File: src/core/mmc_pkg.sv
// Package holding the register map, field layout, timing constants and types of the measurement control block.
`default_nettype none

package mmc_pkg;

    // Register addresses.
    localparam logic [7:0] ADDR_X_MSB = 8'h01;
    localparam logic [7:0] ADDR_X_LSB = 8'h02;
    localparam logic [7:0] ADDR_Y_MSB = 8'h03;
    localparam logic [7:0] ADDR_Y_LSB = 8'h04;
    localparam logic [7:0] ADDR_Z_MSB = 8'h05;
    localparam logic [7:0] ADDR_Z_LSB = 8'h06;
    localparam logic [7:0] ADDR_OPSTATE = 8'h08;
    localparam logic [7:0] ADDR_CTRL1 = 8'h10;
    localparam logic [7:0] ADDR_CTRL2 = 8'h11;

    // Field positions of measurement_control_one.
    localparam int C1_DR_HI = 7;
    localparam int C1_DR_LO = 5;
    localparam int C1_OS_HI = 4;
    localparam int C1_OS_LO = 3;
    localparam int C1_FR = 2;
    localparam int C1_TM = 1;
    localparam int C1_AC = 0;

    // Field positions of measurement_control_two.
    localparam int C2_AUTO = 7;
    localparam int C2_RAW = 5;
    localparam int C2_RST = 4;

    // Values after reset and the writable bits of measurement_control_two.
    localparam logic [7:0] CTRL1_RST = 8'h00;
    localparam logic [7:0] CTRL2_RST = 8'h00;
    localparam logic [7:0] CTRL2_MASK = 8'hB0;

    // Operating state codes.
    localparam logic [1:0] OPST_STANDBY = 2'h0;
    localparam logic [1:0] OPST_RAW = 2'h1;
    localparam logic [1:0] OPST_CORR = 2'h2;

    // Timing: base sample rate tick and sensor reset pulse.
    localparam int CLK_HZ = 20000000;
    localparam int CLK_PERIOD_NS = 50;
    localparam int BASE_RATE_HZ = 1280;
    localparam int TICK_CYCLES = CLK_HZ / BASE_RATE_HZ;
    localparam logic [2:0] SLOW_DR = 3'h4;
    localparam logic [2:0] OSR_LOG2_MIN = 3'h4;
    localparam int SENSOR_RST_NS = 1000;
    localparam int SENSOR_RST_CYCLES = (SENSOR_RST_NS + CLK_PERIOD_NS - 1) / CLK_PERIOD_NS;

    // Three axis values travelling together.
    typedef struct packed {
        logic [2:0][15:0] axis;
    } mmc_triple_t;

    typedef enum logic [1:0] {
        ST_IDLE,
        ST_SRST,
        ST_COLLECT,
        ST_FINISH
    } mmc_state_t;

endpackage : mmc_pkg

`default_nettype wire

File: src/core/mmc_meas_ctrl.sv
// Measurement control: the two control registers, rate pacing, sensor reset and the measurement sequence.
`default_nettype none

module mmc_meas_ctrl #(
    parameter int TICK_CYCLES = mmc_pkg::TICK_CYCLES,
    parameter int SENSOR_RST_CYCLES = mmc_pkg::SENSOR_RST_CYCLES
) (
    // Clock and reset.
    input wire logic i_clk_sys,
    input wire logic i_srst,
    // Register port from the serial slave engine.
    input wire logic i_reg_wr,
    input wire logic [7:0] i_reg_addr,
    input wire logic [7:0] i_reg_wdata,
    output logic [7:0] o_reg_rdata,
    output logic [7:0] o_next_addr,
    // Analog front end.
    output logic o_sample_req,
    input wire logic i_sample_valid,
    input wire mmc_pkg::mmc_triple_t i_sample,
    output logic o_sensor_reset,
    // User offsets and stored result.
    input wire mmc_pkg::mmc_triple_t i_user_offset,
    output mmc_pkg::mmc_triple_t o_result,
    output logic o_result_valid,
    // Status.
    output logic [1:0] o_operating_state,
    output logic o_busy
);

    localparam int SRST_W = $clog2(SENSOR_RST_CYCLES + 1);

    logic [7:0] ctrl1_reg;
    logic [7:0] ctrl2_reg;
    mmc_pkg::mmc_state_t state_reg;
    logic [13:0] tick_cnt_reg;
    logic tick_en;
    logic [3:0] div_cnt_reg;
    logic [14:0] per_cnt_reg;
    logic [7:0] sample_cnt_reg;
    logic [SRST_W-1:0] srst_cnt_reg;
    logic meas_pend_reg;
    logic per_pend_reg;
    logic trig_fast_reg;
    logic sample_en;
    logic period_start;
    logic start_meas;
    logic finish;
    logic srst_done;
    logic wr_c1;
    logic wr_c2;

    logic [2:0] dr;
    logic [2:0] osr_log2;
    logic [7:0] oversample_ratio;
    logic [2:0] slow_shift;
    logic [3:0] div_mask;
    logic [14:0] period_last;
    logic run;
    logic raw;

    assign dr = ctrl1_reg[mmc_pkg::C1_DR_HI:mmc_pkg::C1_DR_LO];
    assign osr_log2 = 3'(mmc_pkg::OSR_LOG2_MIN + ctrl1_reg[mmc_pkg::C1_OS_HI:mmc_pkg::C1_OS_LO]);
    assign oversample_ratio = 8'(1 << osr_log2);
    assign run = ctrl1_reg[mmc_pkg::C1_AC];
    assign raw = ctrl2_reg[mmc_pkg::C2_RAW];
    assign wr_c1 = i_reg_wr && i_reg_addr == mmc_pkg::ADDR_CTRL1;
    assign wr_c2 = i_reg_wr && i_reg_addr == mmc_pkg::ADDR_CTRL2;

    // Fields are taken whole; the host only changes pace fields while in standby.
    always_ff @(posedge i_clk_sys) begin
        if (i_srst) begin
            ctrl1_reg <= mmc_pkg::CTRL1_RST;
        end else if (wr_c1) begin
            ctrl1_reg <= i_reg_wdata;
        end else if (finish) begin
            ctrl1_reg[mmc_pkg::C1_TM] <= 1'b0;
        end
    end

    // A host write of the reset request wins over its self-clear in the same cycle.
    always_ff @(posedge i_clk_sys) begin
        if (i_srst) begin
            ctrl2_reg <= mmc_pkg::CTRL2_RST;
        end else if (wr_c2) begin
            ctrl2_reg <= i_reg_wdata & mmc_pkg::CTRL2_MASK;
        end else if (srst_done) begin
            ctrl2_reg[mmc_pkg::C2_RST] <= 1'b0;
        end
    end

    always_comb begin
        unique case (i_reg_addr)
            mmc_pkg::ADDR_CTRL1: o_reg_rdata = ctrl1_reg;
            mmc_pkg::ADDR_CTRL2: o_reg_rdata = ctrl2_reg;
            mmc_pkg::ADDR_OPSTATE: o_reg_rdata = {6'h00, o_operating_state};
            default: o_reg_rdata = 8'h00;
        endcase
    end

    // Burst address step; a directly addressed low byte stays readable.
    always_comb begin
        o_next_addr = 8'(i_reg_addr + 8'h01);
        if (ctrl1_reg[mmc_pkg::C1_FR] && (o_next_addr == mmc_pkg::ADDR_X_LSB
                || o_next_addr == mmc_pkg::ADDR_Y_LSB || o_next_addr == mmc_pkg::ADDR_Z_LSB)) begin
            o_next_addr = 8'(i_reg_addr + 8'h02);
        end
    end

    always_ff @(posedge i_clk_sys) begin
        if (i_srst) begin
            o_operating_state <= mmc_pkg::OPST_STANDBY;
        end else if (!run) begin
            o_operating_state <= mmc_pkg::OPST_STANDBY;
        end else begin
            o_operating_state <= raw ? mmc_pkg::OPST_RAW : mmc_pkg::OPST_CORR;
        end
    end

    // Base tick at the fastest sample rate.
    always_ff @(posedge i_clk_sys) begin
        if (i_srst || tick_en) begin
            tick_cnt_reg <= '0;
        end else begin
            tick_cnt_reg <= 14'(tick_cnt_reg + 14'h0001);
        end
    end
    assign tick_en = tick_cnt_reg == 14'(TICK_CYCLES - 1);

    // Sample pace halves per rate code until the slowest sample rate.
    assign slow_shift = dr < mmc_pkg::SLOW_DR ? dr : mmc_pkg::SLOW_DR;
    assign div_mask = 4'((5'h01 << slow_shift) - 5'h01);
    assign sample_en = tick_en && (trig_fast_reg || (div_cnt_reg & div_mask) == 4'h0);

    always_ff @(posedge i_clk_sys) begin
        if (i_srst || state_reg != mmc_pkg::ST_COLLECT) begin
            div_cnt_reg <= '0;
        end else if (tick_en) begin
            div_cnt_reg <= 4'(div_cnt_reg + 4'h1);
        end
    end

    // Output period is the ratio times the rate divisor in base ticks.
    assign period_last = 15'((16'h0001 << (4'(osr_log2) + 4'(dr))) - 16'h0001);
    assign period_start = run && tick_en && per_cnt_reg == period_last;

    always_ff @(posedge i_clk_sys) begin
        if (i_srst || !run || period_start) begin
            per_cnt_reg <= '0;
        end else if (tick_en) begin
            per_cnt_reg <= 15'(per_cnt_reg + 15'h0001);
        end
    end

    // A period start that lands while busy waits for idle, so back-to-back measurements keep the output rate.
    always_ff @(posedge i_clk_sys) begin
        if (i_srst || !run || state_reg == mmc_pkg::ST_IDLE) begin
            per_pend_reg <= 1'b0;
        end else if (period_start) begin
            per_pend_reg <= 1'b1;
        end
    end

    assign start_meas = state_reg == mmc_pkg::ST_IDLE
        && (period_start || per_pend_reg || ctrl1_reg[mmc_pkg::C1_TM]);
    assign srst_done = state_reg == mmc_pkg::ST_SRST && srst_cnt_reg == SRST_W'(SENSOR_RST_CYCLES - 1);
    assign finish = state_reg == mmc_pkg::ST_FINISH;

    always_ff @(posedge i_clk_sys) begin
        if (i_srst) begin
            state_reg <= mmc_pkg::ST_IDLE;
        end else begin
            unique case (state_reg)
                mmc_pkg::ST_IDLE: begin
                    if (start_meas && ctrl2_reg[mmc_pkg::C2_AUTO]) begin
                        state_reg <= mmc_pkg::ST_SRST;
                    end else if (start_meas) begin
                        state_reg <= mmc_pkg::ST_COLLECT;
                    end else if (ctrl2_reg[mmc_pkg::C2_RST]) begin
                        state_reg <= mmc_pkg::ST_SRST;
                    end
                end
                mmc_pkg::ST_SRST: begin
                    if (srst_done) begin
                        state_reg <= meas_pend_reg ? mmc_pkg::ST_COLLECT : mmc_pkg::ST_IDLE;
                    end
                end
                mmc_pkg::ST_COLLECT: begin
                    if (i_sample_valid && sample_cnt_reg == 8'(oversample_ratio - 8'h01)) begin
                        state_reg <= mmc_pkg::ST_FINISH;
                    end
                end
                mmc_pkg::ST_FINISH: begin
                    state_reg <= mmc_pkg::ST_IDLE;
                end
            endcase
        end
    end

    always_ff @(posedge i_clk_sys) begin
        if (i_srst || state_reg == mmc_pkg::ST_IDLE) begin
            meas_pend_reg <= start_meas;
        end
    end

    always_ff @(posedge i_clk_sys) begin
        if (i_srst || state_reg != mmc_pkg::ST_SRST) begin
            srst_cnt_reg <= '0;
        end else begin
            srst_cnt_reg <= SRST_W'(srst_cnt_reg + 1'b1);
        end
    end

    always_ff @(posedge i_clk_sys) begin
        if (i_srst || state_reg == mmc_pkg::ST_IDLE) begin
            sample_cnt_reg <= '0;
        end else if (state_reg == mmc_pkg::ST_COLLECT && i_sample_valid) begin
            sample_cnt_reg <= 8'(sample_cnt_reg + 8'h01);
        end
    end

    // A trigger during an active measurement in continuous mode switches it to the base pace.
    always_ff @(posedge i_clk_sys) begin
        if (i_srst || state_reg == mmc_pkg::ST_IDLE) begin
            trig_fast_reg <= 1'b0;
        end else if (run && ctrl1_reg[mmc_pkg::C1_TM]) begin
            trig_fast_reg <= 1'b1;
        end
    end

    always_ff @(posedge i_clk_sys) begin
        if (i_srst) begin
            o_sample_req <= 1'b0;
        end else begin
            o_sample_req <= state_reg == mmc_pkg::ST_COLLECT && sample_en;
        end
    end

    assign o_sensor_reset = state_reg == mmc_pkg::ST_SRST;
    assign o_busy = state_reg != mmc_pkg::ST_IDLE;

    mmc_average u_average (
        .i_clk_sys(i_clk_sys),
        .i_srst(i_srst),
        .i_clear(state_reg == mmc_pkg::ST_IDLE),
        .i_accum(state_reg == mmc_pkg::ST_COLLECT && i_sample_valid),
        .i_finish(finish),
        .i_shift(osr_log2),
        .i_raw(raw),
        .i_sample(i_sample),
        .i_offset(i_user_offset),
        .o_result(o_result),
        .o_result_valid(o_result_valid)
    );

    a_reset_default: assert property (@(posedge i_clk_sys)
        i_srst |=> ctrl1_reg == mmc_pkg::CTRL1_RST && state_reg == mmc_pkg::ST_IDLE)
        else $error("control one not cleared by reset");

    a_osr_complete: assert property (@(posedge i_clk_sys) disable iff (i_srst)
        finish |-> $past(sample_cnt_reg) == 8'(oversample_ratio - 8'h01))
        else $error("measurement ended with wrong sample count");

    a_trigger_starts: assert property (@(posedge i_clk_sys) disable iff (i_srst)
        state_reg == mmc_pkg::ST_IDLE && ctrl1_reg[mmc_pkg::C1_TM] |=> state_reg != mmc_pkg::ST_IDLE)
        else $error("trigger did not start a measurement");

    a_auto_reset: assert property (@(posedge i_clk_sys) disable iff (i_srst)
        start_meas && ctrl2_reg[mmc_pkg::C2_AUTO] |=> state_reg == mmc_pkg::ST_SRST)
        else $error("auto sensor reset skipped");

    a_oneshot_done: assert property (@(posedge i_clk_sys) disable iff (i_srst)
        finish && !wr_c1 |=> !ctrl1_reg[mmc_pkg::C1_TM] && state_reg == mmc_pkg::ST_IDLE)
        else $error("trigger not cleared after measurement");

    a_fast_pace: assert property (@(posedge i_clk_sys) disable iff (i_srst)
        trig_fast_reg && tick_en && state_reg == mmc_pkg::ST_COLLECT |=> o_sample_req)
        else $error("triggered measurement not at base pace");

    a_state_field: assert property (@(posedge i_clk_sys) disable iff (i_srst)
        $stable(ctrl1_reg) && $stable(ctrl2_reg) && !run |=> o_operating_state == mmc_pkg::OPST_STANDBY)
        else $error("operating state wrong in standby");

    a_rst_selfclear: assert property (@(posedge i_clk_sys) disable iff (i_srst)
        srst_done && !wr_c2 |=> !ctrl2_reg[mmc_pkg::C2_RST] ##1 !o_sensor_reset || meas_pend_reg)
        else $error("sensor reset request not cleared");

    a_fast_skip: assert property (@(posedge i_clk_sys) disable iff (i_srst)
        ctrl1_reg[mmc_pkg::C1_FR] && i_reg_addr == mmc_pkg::ADDR_X_MSB |-> o_next_addr == mmc_pkg::ADDR_Y_MSB)
        else $error("fast read did not skip low byte");

    a_period_kept: assert property (@(posedge i_clk_sys) disable iff (i_srst)
        per_pend_reg && run && state_reg == mmc_pkg::ST_IDLE |=> state_reg != mmc_pkg::ST_IDLE)
        else $error("queued period start was lost");

    c_period_queued: cover property (@(posedge i_clk_sys) disable iff (i_srst) per_pend_reg && start_meas);

    c_periodic: cover property (@(posedge i_clk_sys) disable iff (i_srst) period_start && start_meas);
    c_oneshot: cover property (@(posedge i_clk_sys) disable iff (i_srst) finish && !run);
    c_trig_active: cover property (@(posedge i_clk_sys) disable iff (i_srst) trig_fast_reg && finish);

endmodule : mmc_meas_ctrl

`default_nettype wire

File: src/core/mmc_average.sv
// Per-axis accumulator that averages the oversampled readings and applies the user offsets with bit 0 cleared.
`default_nettype none

module mmc_average #(
    parameter int ACC_W = 23
) (
    // Clock and reset.
    input wire logic i_clk_sys,
    input wire logic i_srst,
    // Control.
    input wire logic i_clear,
    input wire logic i_accum,
    input wire logic i_finish,
    input wire logic [2:0] i_shift,
    input wire logic i_raw,
    // Data.
    input wire mmc_pkg::mmc_triple_t i_sample,
    input wire mmc_pkg::mmc_triple_t i_offset,
    output mmc_pkg::mmc_triple_t o_result,
    output logic o_result_valid
);

    logic [2:0][ACC_W-1:0] acc_reg;
    logic [2:0][15:0] avg;

    for (genvar a = 0; a < 3; a++) begin : g_axis
        logic [ACC_W-1:0] shifted;
        logic [15:0] offset_even;
        assign shifted = $signed(acc_reg[a]) >>> i_shift;
        assign offset_even = {i_offset.axis[a][15:1], 1'b0};
        assign avg[a] = i_raw ? shifted[15:0] : 16'(shifted[15:0] - offset_even);

        always_ff @(posedge i_clk_sys) begin
            if (i_srst || i_clear) begin
                acc_reg[a] <= '0;
            end else if (i_accum) begin
                acc_reg[a] <= ACC_W'(acc_reg[a] + {{(ACC_W-16){i_sample.axis[a][15]}}, i_sample.axis[a]});
            end
        end

        always_ff @(posedge i_clk_sys) begin
            if (i_srst) begin
                o_result.axis[a] <= '0;
            end else if (i_finish) begin
                o_result.axis[a] <= avg[a];
            end
        end
    end

    always_ff @(posedge i_clk_sys) begin
        if (i_srst) begin
            o_result_valid <= 1'b0;
        end else begin
            o_result_valid <= i_finish;
        end
    end

    a_raw_passes: assert property (@(posedge i_clk_sys) disable iff (i_srst)
        i_finish && i_raw |=> o_result.axis[0] == $past(avg[0]) && o_result_valid)
        else $error("raw result not stored as averaged");

endmodule : mmc_average

`default_nettype wire

File: config.mk
export PLATFORM = sky130hd
export DESIGN_NAME = mmc_meas_ctrl
export DESIGN_NICKNAME = d
export VERILOG_FILES = /design/src/core/mmc_pkg.sv /design/src/core/mmc_meas_ctrl.sv /design/src/core/mmc_average.sv
export SDC_FILE = /design/constraint.sdc
export NUM_CORES = 1
export LEC_CHECK = 0
export BUFFER_PORTS_ARGS = -buffer_cell sky130_fd_sc_hd__buf_2
export CORE_MARGIN = 2
export CORE_UTILIZATION = 55
export DETAILED_ROUTE_END_ITERATION = 8
export PLACE_DENSITY = 0.77
export SLEW_MARGIN = 20
export SYNTH_ARGS = -nofsm -noshare
export SYNTH_HDL_FRONTEND = slang
export SYNTH_HIERARCHICAL = 1
export SYNTH_SLANG_ARGS = --single-unit
export TNS_END_PERCENT = 5
File: constraint.sdc
create_clock -name i_clk_sys -period 5.6 [get_ports i_clk_sys]
set_input_delay 0.56 -clock i_clk_sys [delete_from_list [all_inputs] [get_ports i_clk_sys]]
set_output_delay 0.56 -clock i_clk_sys [all_outputs]
set_load 0.01 [all_outputs]
# Word-level counts from Yosys, hierarchy flattened
# Cells that the tools add are included.
# op_classes
n_addsub,18
n_mul,0
div_mod_pow,0
order_cmp,1
n_eq_ne,18
shift,6
n_mux,18
n_bitwise,2
reduce_logical,33
# op_table
op,count
adder 23 bit,3
>>> shifter 23 x 3 -> 16 bit,3
2-to-1 mux 16 bit,3
subtractor 16 bit,3
case mux 8 bit (3 select lines),1
adder 8 x 1 -> 8 bit (second input constant),2
== test 8 x 3 -> 1 bit (second input constant),2
== test 8 x 5 -> 1 bit (second input constant),2
adder 15 x 1 -> 15 bit (second input constant),1
== test 15 bit,1
<< shifter 1 x 4 -> 15 bit (first input constant),1
subtractor 15 x 1 -> 15 bit (second input constant),1
adder 14 x 1 -> 14 bit (second input constant),1
== test 14 bit (second input constant),1
2-to-1 mux 2 bit,7
logical AND 1 bit,13
logical OR 1 bit,12
adder 8 x 2 -> 8 bit (second input constant),1
== test 8 x 2 -> 1 bit (second input constant),1
== test 8 x 4 -> 1 bit (second input constant),1
== test 8 bit,1
2-to-1 mux 8 bit,1
case mux 2 bit (4 select lines),1
<< shifter 1 x 3 -> 8 bit (first input constant),1
other kinds (24),32
# totals
register_bits,183
latch_bits,0
ramBits,0
rom_bits,0
in_bits,116
output_inout_bits,70
elab_cells,118
n_memories,0

# Depth between registers and ports, before layout
# Gate-level depths: netlist of run 1.
# depth
depth_word,12
mapped_depth,17
ltp_nobuf,15

# Cells and area by module
# Netlist of run 1, hierarchy kept.
# by_module_without_submodules
module,n_inst,cells_each,area_per_inst_um2,seq_area_each_um2
mmc_average,1,1556,11860.1,2362.3
mmc_meas_ctrl,1,489,3902.5,1311.3

# Worst setup path after synthesis of run 1
# Ideal clock, no wire load.
# synth_timing
kind,register to register
from,register ctrl1_reg[4]
to,register state_reg[1]
setup_time_ns,0.120
arrival_time_ns,3.818
t_required_ns,5.480
slack_ns,1.662
stages_incl_launch_ff,14
path_buffers,1
synth_period_minus_slack_ns,3.938
path_cell_list,dfxtp_1 > inv_1 > fa_1 > a2111oi_1 > nand2_1 > ha_1 > clkbuf_1 > o31ai_1 > a22oi_1 > xor2_1 > and3_1 > a311oi_1 > mux2i_1 > a211o_1
# synth_via
elab_chain_len,12
elab_cells_between_ends,20
classes_between,add/sub (4); eq/ne (4); shift (2); mux (3); reduce/logical (7)
# synth_lines
element,line,source
start: declaration,mmc_meas_ctrl.sv:33,logic [7:0] ctrl1_reg;
start signal: assignment,mmc_meas_ctrl.sv:73,ctrl1_reg <= mmc_pkg::CTRL1_RST;
start signal: assignment,mmc_meas_ctrl.sv:75,ctrl1_reg <= i_reg_wdata;
adder 3 x 2 -> 3 bit *,mmc_meas_ctrl.sv:63,assign osr_log2 = 3'(mmc_pkg::OSR_LOG2_MIN + ctrl1_reg[mmc_pkg::C1_OS_HI:mmc_pkg::C1_OS_LO]);
adder 3 x 3 -> 4 bit,mmc_meas_ctrl.sv:144,assign period_last = 15'((16'h0001 << (4'(osr_log2) + 4'(dr))) - 16'h0001);
<< shifter 1 x 4 -> 15 bit,mmc_meas_ctrl.sv:144,
subtractor 15 x 1 -> 15 bit,mmc_meas_ctrl.sv:144,
== test 15 bit,mmc_meas_ctrl.sv:145,assign period_start = run && tick_en && per_cnt_reg == period_last;
logical AND 1 bit,mmc_meas_ctrl.sv:145,
logical OR 1 bit (2 in a row),mmc_meas_ctrl.sv:165,&& (period_start || per_pend_reg || ctrl1_reg[mmc_pkg::C1_TM]);
logical AND 1 bit,mmc_meas_ctrl.sv:165,
2-to-1 mux 2 bit / logical AND 1 bit (equally long branches),"mmc_meas_ctrl.sv:177, mmc_meas_ctrl.sv:175",
2-to-1 mux 2 bit / inequality test 4 bit (equally long branches),n/a,
case mux 2 bit (4 select lines) / AND reduction 3 bit (equally long branches),n/a,
end signal: assignment,mmc_meas_ctrl.sv:176,state_reg <= mmc_pkg::ST_SRST;
end signal: assignment,mmc_meas_ctrl.sv:178,state_reg <= mmc_pkg::ST_COLLECT;
end signal: assignment,mmc_meas_ctrl.sv:180,state_reg <= mmc_pkg::ST_SRST;
end: declaration,mmc_meas_ctrl.sv:35,mmc_pkg::mmc_state_t state_reg;
# Every way passes the cells marked *; elsewhere a longest branch is shown, timed or not.
# A chain may end at the register's enable or synchronous reset.

# Worst setup path after layout of run 1
# layout_timing
from,register ctrl1_reg[5]
to,register per_cnt_reg[10]
# layout_via
elab_chain_len,6
# layout_lines
element,line,source
adder 3 x 3 -> 4 bit,mmc_meas_ctrl.sv:144,
<< shifter 1 x 4 -> 15 bit,mmc_meas_ctrl.sv:144,
subtractor 15 x 1 -> 15 bit,mmc_meas_ctrl.sv:144,
== test 15 bit,mmc_meas_ctrl.sv:145,
logical AND 1 bit,mmc_meas_ctrl.sv:145,
logical OR 1 bit,mmc_meas_ctrl.sv:148,if (i_srst || !run || period_start) begin
end signal: assignment,mmc_meas_ctrl.sv:151,per_cnt_reg <= 15'(per_cnt_reg + 15'h0001);
end: declaration,mmc_meas_ctrl.sv:39,logic [14:0] per_cnt_reg;
# No other way between the ends.

==> flow_summary_export.csv, run 1 <==
group,metric,value,unit
timing,final-hold-violation-count,0,
yosys,ys_types,99,
finish,seq_area,3680,µm²
yosys,ys_ff_latch,183,
worst_hold_path,hp-start,"i_reg_wdata[6]",
clock_tree,cts_tree,"built",
global_routing,grt_busiest_layer,"met2",
yosys,synth-edff-count,1,
timing,worstMarginPinSlew,0.9672,ns
power,power_frac_comb,24.1,%
yosys,synthesis.instances,2045,
route,vias_per_cell,6.082,
clock_tree,cts_buffer_depth,2,
timing,layout_setup_ws,0.6389,ns
power,ir_worst_vdd,0.0001642,V
timing,fin_crit,4.961,ns
power,cellPowerDensity,201.3,nW/µm²
setup_path,end_kind,"flop",
setup_path,critical_path.slowest_cell,"a2111oi_1",
yosys,ys_seq_area_share,23.31,%
power,p_clk_share,36.4,%
setup_path,reg2reg_slack,0.64,ns
timing,slew_viol_final,0,
yosys,synth_area_per_cell,7.708,µm²
global_routing,grt_pass1_wl,69.81,mm
timing,rsz0062_at_grt,"no",
setup_path,required,5.91,ns
floorplan,io_pins,186,
placement,io_buffers,182,
route,avgRoutedWirePerCell,17.20,µm
timing,fmax,201.6,MHz
timing,fin_skew,0.01409,ns
yosys,synth_largest_area_cell,"dfxtp_1",
yosys,ys_async_sr_fraction,0,%
timing,final-setup-viol-count,0,
placement,dp_hpwl,33.25,mm
global_routing,grt_pass1_vias,13797,
finish,design_area,17410,µm²
finish,nFillCells,2554,
worst_hold_path,hold_end,"ctrl1_reg[6]$_SDFFE_PP0P_",
yosys,syn_area,15760,µm²
clock_tree,insertion_delay,0.45,ns
worst_hold_path,min_path_type,"in2reg",
global_routing,met1_usage,41.10,%
yosys,ys_warn_count,6,
power,power_frac_seq,39.6,%
floorplan,die-area,30030,µm²
clock_tree,numCtsBuffers,17,
power,power.total,3505,µW
global_routing,grt_util_met3,4.934,%
route,drt_first_iter_violations,1197,
power,switchingPower,1173,µW
route,routed_wl,43.79,mm
clock_tree,root_buffer,"clkbuf_16",
floorplan,core-area,28010,µm²
clock_tree,cts_htree_levels,4,
placement,post_dp_cell_area,16800,µm²
floorplan,die_y,173.3,µm
floorplan,die_w,173.3,µm
setup_path,worstRegToRegCells,14,
setup_path,crit_type,"reg2reg",
route,drc,0,
floorplan,rows,61,
yosys,synth_flop_cell,"dfxtp_1",
global_routing,antenna_found_initial,1,
finish,largest_reg_flops,69,
clock_tree,ctsResizeCount,0,
global_routing,use_met2,42.73,%
worst_hold_path,whs_path_depth,3,
finish,layout.nets,2406,
yosys,yosysTopAreaCellShare,23.11,%
route,postRouteAntennaNets,0,
global_routing,grt-ovfl-total,0,
timing,finalCritPeriodShare,88.59,%
clock_tree,post_cts_buffers,0,
setup_path,crit_arrival,5.27,ns
setup_path,worst_r2r_startpoint,"ctrl1_reg[5]$_SDFFE_PP0P_",
placement,pre_cts_ws,0.7180,ns
setup_path,cp-start-kind,"flop",
power,sw_frac_of_total,33.46,%
timing,fin_setup_tns,0,ns
finish,multi_input_area,11280,µm²
job,drv_cap,0,
global_routing,grt_usage,28.01,%
clock_tree,clock-sinks,183,
finish,syn_to_final_growth,10.48,%
global_routing,grt_max_degree,73,
power,p_int,2332,µW
clock_tree,cts_hold_buf,0,
power,p_leak,0.007551,µW
floorplan,start_util,56.27,%
timing,slew_headroom,35.36,%
setup_path,cpPeakStageDelay,0.88,ns
status,outcome,"complete, no violations",
placement,routabilityCongestion,0.9313,
route,drtPass1Iterations,7,
setup_path,crit_path_max_fanout,16,
finish,drive_above_1_share,13.93,%
route,vias,15486,
setup_path,worstPathCellList,"ha_1, inv_1, fa_1, buf_4, a2111oi_1, nand2_1, ha_1, or4_1, o211ai_1, xnor2_1, nor4_1, and3_4, or2_1, nor2_1",
setup_path,path_common_cell,"ha_1",
finish,diodes,0,
yosys,synth_area_leaders,"dfxtp_1 23%, ha_1 10%, mux2i_1 6.0%",
setup_path,r2r-end,"per_cnt_reg[10]$_SDFFE_PP0N_",
clock_tree,clkTransAtPathRegs,0.07,ns
==> metrics by stage <==
stage                     util [%]  hold WS, ns  cells
after CTS                    62.17       0.3507   2546
after global routing         62.17       0.3560   2546
after global placement       59.99       0.4314   2514
final                        62.17       0.3627   2546
after floorplan                  -       0.4179   2048
after detailed placement     59.99       0.4403   2514
==> synthesized netlist by cell type, drive strengths merged (8+ instances only) <==
master  number
nor2       231
nand2      209
dfxtp      182
a21oi      144
ha         128
o21ai      127
mux2i       94
inv         89
clkbuf      80
xnor2       69
nand3       63
xor2        46
nor3        42
a21o        41
a211oi      40
nor2b       32
buf         29
mux2        29
o211ai      26
nand2b      24
nand4       23
o21a        21
and2        18
and3        17
o31ai       16
or3         15
a311oi      14
a31oi       12
o22ai       12
a211o       11
nor4        11
a31o         8
nand4b       8
o211a        8
o21bai       8
==> metal layers <==
metal | up-vias | routed length (µm) | part of all wire, %
met5 | - | 13 | 0.030
met4 | 2 | 583 | 1.3
met3 | 49 | 3702 | 8.5
met2 | 619 | 18480 | 42
met1 | 7196 | 21010 | 48
li1 | 7620 | - | -
==> critical path: cells and delay by family (launching register included) <==
family,cells,cell delay (ns)
compound gates,2,1.01
xor+xnor,1,0.09
fa+ha+maj,3,1.07
buf+inv,2,0.28
flops,1,0.42
simple gates,6,1.95
==> final cells by class <==
class	count	share of cell area [%]
clock buffers	17	2.443
repair buffers	197	5.877
clock inverters	15	1.063
flip-flops and latches	183	21.13
multi-input cells	1664	64.79
well taps	378	2.716
inverters	92	1.983
==> cell usage in the layout, fill, tap and decap left out, types with 10 or more instances in the layout <==
cell and instances:
buf_2 182, a211o_1 11, nand3_1 63, o21a_1 20
o31ai_1 13, a211oi_1 37, o21ai_1 17, buf_4 15
nor2b_1 32, a21o_1 41, o21ai_0 108, nor2_1 228
ha_1 128, mux2i_1 94, and3_1 16, clkbuf_16 17
o22ai_1 12, nand2b_1 24, o211ai_1 26, a311oi_1 13
nand4_1 22, nand2_1 209, nor3_1 41, a31oi_1 12
and2_1 16, xor2_1 46, nor4_1 10, inv_1 89
mux2_2 28, xnor2_1 67, or3_1 15, dfxtp_1 179
a21oi_1 142
==> kinds of logic (layout without fill, tap and decap cells) <==
| group | Yosys count | after routing | synth area share, % |
|---|---|---|---|
| and+or+nand+nor | 724 | 724 | 21.58 |
| muxes | 127 | 127 | 8.612 |
| DFF | 183 | 183 | 23.31 |
| AOI/OAI and AO/OA | 559 | 559 | 23.71 |
| buffers and inverters | 201 | 321 | 5.231 |
| adders and majority gates | 135 | 135 | 11.05 |
| other | 1 | 4 | 0.02379 |
| xor gates and xnor gates | 115 | 115 | 6.485 |
==> power by group through the flow <==
stage | Sequential, µW | Clock [µW] | Combinational (µW)
floorplan | 1410 | 0 | 590
global placement | 1410 | 0 | 805
detailed placement | 1410 | 0 | 826
CTS | 1380 | 1290 | 830
global route | 1390 | 1350 | 923
finish | 1390 | 1270 | 844
==> how the worst max path moves through the flow <==
stage / startpoint / end / cells after the start
finish: ctrl1_reg[5]$_SDFFE_PP0P_ / per_cnt_reg[10]$_SDFFE_PP0N_ / 14
global route: ctrl1_reg[5]$_SDFFE_PP0P_ / per_cnt_reg[13]$_SDFFE_PP0N_ / 14
CTS: ctrl1_reg[5]$_SDFFE_PP0P_ / per_cnt_reg[10]$_SDFFE_PP0N_ / 14
detailed placement: ctrl1_reg[5]$_SDFFE_PP0P_ / per_cnt_reg[3]$_SDFFE_PP0N_ / 14
global placement: ctrl1_reg[5]$_SDFFE_PP0P_ / per_cnt_reg[12]$_SDFFE_PP0N_ / 14
floorplan: ctrl1_reg[4]$_SDFFE_PP0P_ / state_reg[1]$_SDFFE_PP0P_ / 13
No activity file was read; power rests on OpenSTA's default activity.
==> run 2: changes to the inputs <==
==> constraint.sdc (replaced) <==
create_clock -name i_clk_sys -period 4.7 [get_ports i_clk_sys]
set_input_delay 0.47 -clock i_clk_sys [delete_from_list [all_inputs] [get_ports i_clk_sys]]
set_output_delay 0.47 -clock i_clk_sys [all_outputs]
set_load 0.01 [all_outputs]
==> run 2 against run 1 <==
Die area unchanged. Clock power increased by 17%. First-iteration DRC count increased by 5.7%. Largest cell class unchanged. Largest power group unchanged.
==> flow_summary_export.csv, run 2 (same netlist as run 1, synthesis figures left out) <==
group,metric,value,unit
setup_path,crit_path_max_fanout,15,
setup_path,r2r-end,"per_cnt_reg[6]$_SDFFE_PP0N_",
clock_tree,clkTransAtPathRegs,0.07,ns
route,drtPass1Iterations,5,
setup_path,cpPeakStageDelay,0.51,ns
timing,final-hold-violation-count,0,
clock_tree,ctsResizeCount,0,
route,vias,15410,
clock_tree,insertion_delay,0.45,ns
status,outcome,"complete, no violations",
floorplan,die_w,173.3,µm
clock_tree,numCtsBuffers,17,
placement,routabilityCongestion,0.9524,
setup_path,crit_type,"reg2reg",
setup_path,crit_arrival,4.54,ns
global_routing,grt_usage,28.44,%
setup_path,worstRegToRegCells,14,
power,p_leak,0.007557,µW
route,routed_wl,44.02,mm
placement,io_buffers,182,
floorplan,io_pins,186,
setup_path,critical_path.slowest_cell,"or4_1",
finish,layout.nets,2410,
clock_tree,root_buffer,"clkbuf_16",
setup_path,worst_r2r_startpoint,"ctrl1_reg[5]$_SDFFE_PP0P_",
worst_hold_path,hold_end,"ctrl1_reg[6]$_SDFFE_PP0P_",
worst_hold_path,min_path_type,"in2reg",
power,cellPowerDensity,238.4,nW/µm²
setup_path,path_common_cell,"ha_1",
route,drt_first_iter_violations,1265,
timing,layout_setup_ws,0.4681,ns
timing,slew_viol_final,0,
floorplan,rows,61,
floorplan,die-area,30030,µm²
route,avgRoutedWirePerCell,17.27,µm
global_routing,antenna_found_initial,1,
finish,largest_reg_flops,69,
global_routing,grt-ovfl-total,0,
global_routing,grt_pass1_vias,13964,
floorplan,core-area,28010,µm²
worst_hold_path,hp-start,"i_reg_wdata[6]",
placement,pre_cts_ws,0.5517,ns
setup_path,reg2reg_slack,0.47,ns
timing,worstMarginPinSlew,0.9267,ns
placement,dp_hpwl,33.12,mm
clock_tree,cts_tree,"built",
worst_hold_path,whs_path_depth,3,
global_routing,grt_max_degree,80,
global_routing,grt_pass1_wl,70.87,mm
floorplan,die_y,173.3,µm
finish,most-common-layout-cells,"228 x nor2_1, 209 x nand2_1, 182 x buf_2, 179 x dfxtp_1, 142 x a21oi_1",
clock_tree,clock-sinks,183,
setup_path,worstPathCellList,"ha_1, inv_1, fa_1, a2111oi_1, buf_4, nand3_1, ha_1, or4_1, o211ai_1, xnor2_1, nor4_1, and3_4, or2_1, nor2_1",
clock_tree,post_cts_buffers,0,
job,drv_cap,0,
finish,drive_above_1_share,14.05,%
finish,syn_to_final_growth,10.65,%
clock_tree,cts_buffer_depth,2,
clock_tree,cts_hold_buf,0,
finish,design_area,17440,µm²
route,drc,0,
timing,slew_headroom,37.65,%
clock_tree,cts_htree_levels,4,
route,vias_per_cell,6.046,
timing,fmax,236.3,MHz
timing,fin_skew,0.008854,ns
finish,final_util,62.27,%
timing,fin_setup_tns,0,ns
timing,fin_crit,4.232,ns
power,ir_worst_vdd,0.0001921,V
timing,final-setup-viol-count,0,
placement,post_dp_cell_area,16850,µm²
floorplan,start_util,56.27,%
finish,final_common_cell,"nor2_1",
setup_path,end_kind,"flop",
timing,rsz0062_at_grt,"no",
setup_path,required,5.01,ns
timing,finalCritPeriodShare,90.04,%
route,postRouteAntennaNets,0,
finish,diodes,0,
setup_path,cp-start-kind,"flop",
-- run 2: cell count changes in the layout (fill, tap and decap cells not counted), sizes merged --
cell / delta
buf: +4
clkbuf: +1
clkinv: -1
clkinvlp: +3
inv: -4
-- run 2: worst max-delay path, delay by kind of cell, from the launching register on --
kind | cells | cell delay (ns)
AO/OA/AOI/OAI | 2 | 0.49
XOR/XNOR | 1 | 0.09
adder cells (fa/ha/maj) | 3 | 0.93
buffers and inverters | 2 | 0.28
flip-flops | 1 | 0.42
AND/OR/NAND/NOR | 6 | 1.88
-- run 2: layout make-up --
type | count | area, µm²
repair buffers | 201 | 1066
inverters | 92 | 345.3
clock inverters | 13 | 145.1
flip-flops and latches | 183 | 3680
clock buffers | 18 | 450.4
multi-input cells | 1664 | 11280
well taps | 378 | 473.0
fillers | 2510 | 10570
-- run 2: worst max-delay path by stage --
stage                                    startpoint                           end  slack, ns  depth (start not counted)
after floorplan           ctrl1_reg[4]$_SDFFE_PP0P_     state_reg[1]$_SDFFE_PP0P_       0.76                         13
after global placement    ctrl1_reg[5]$_SDFFE_PP0P_  per_cnt_reg[13]$_SDFFE_PP0N_       0.62                         15
after detailed placement  ctrl1_reg[5]$_SDFFE_PP0P_   per_cnt_reg[9]$_SDFFE_PP0N_       0.55                         14
after CTS                 ctrl1_reg[5]$_SDFFE_PP0P_   per_cnt_reg[6]$_SDFFE_PP0N_       0.49                         14
after global routing      ctrl1_reg[5]$_SDFFE_PP0P_   per_cnt_reg[6]$_SDFFE_PP0N_       0.14                         15
final                     ctrl1_reg[5]$_SDFFE_PP0P_   per_cnt_reg[6]$_SDFFE_PP0N_       0.47                         14
-- run 2: through the flow --
stage,hold slack [ns],total power [µW],cells
3_3_place_gp,0.4291,2649,2518
4_1_cts,0.2671,4163,2549
2_1_floorplan,0.4179,2386,2048
5_1_grt,0.2904,4351,2549
6_report,0.2726,4159,2549
3_5_place_dp,0.4385,2677,2518
-- run 2: routing by layer --
metal	vias to the layer above	track usage, %	routed length, µm
met4	2	5.826	502
li1	7600	-	-
met3	42	5.000	3613
met1	7197	41.63	20920
met2	569	43.75	18980
met5	-	0	13
-- run 2: power breakdown --
group          switching [µW]  internal (µW)
combinational             644            369
clock                     673            819
sequential               50.0           1600
total                    1370           2790
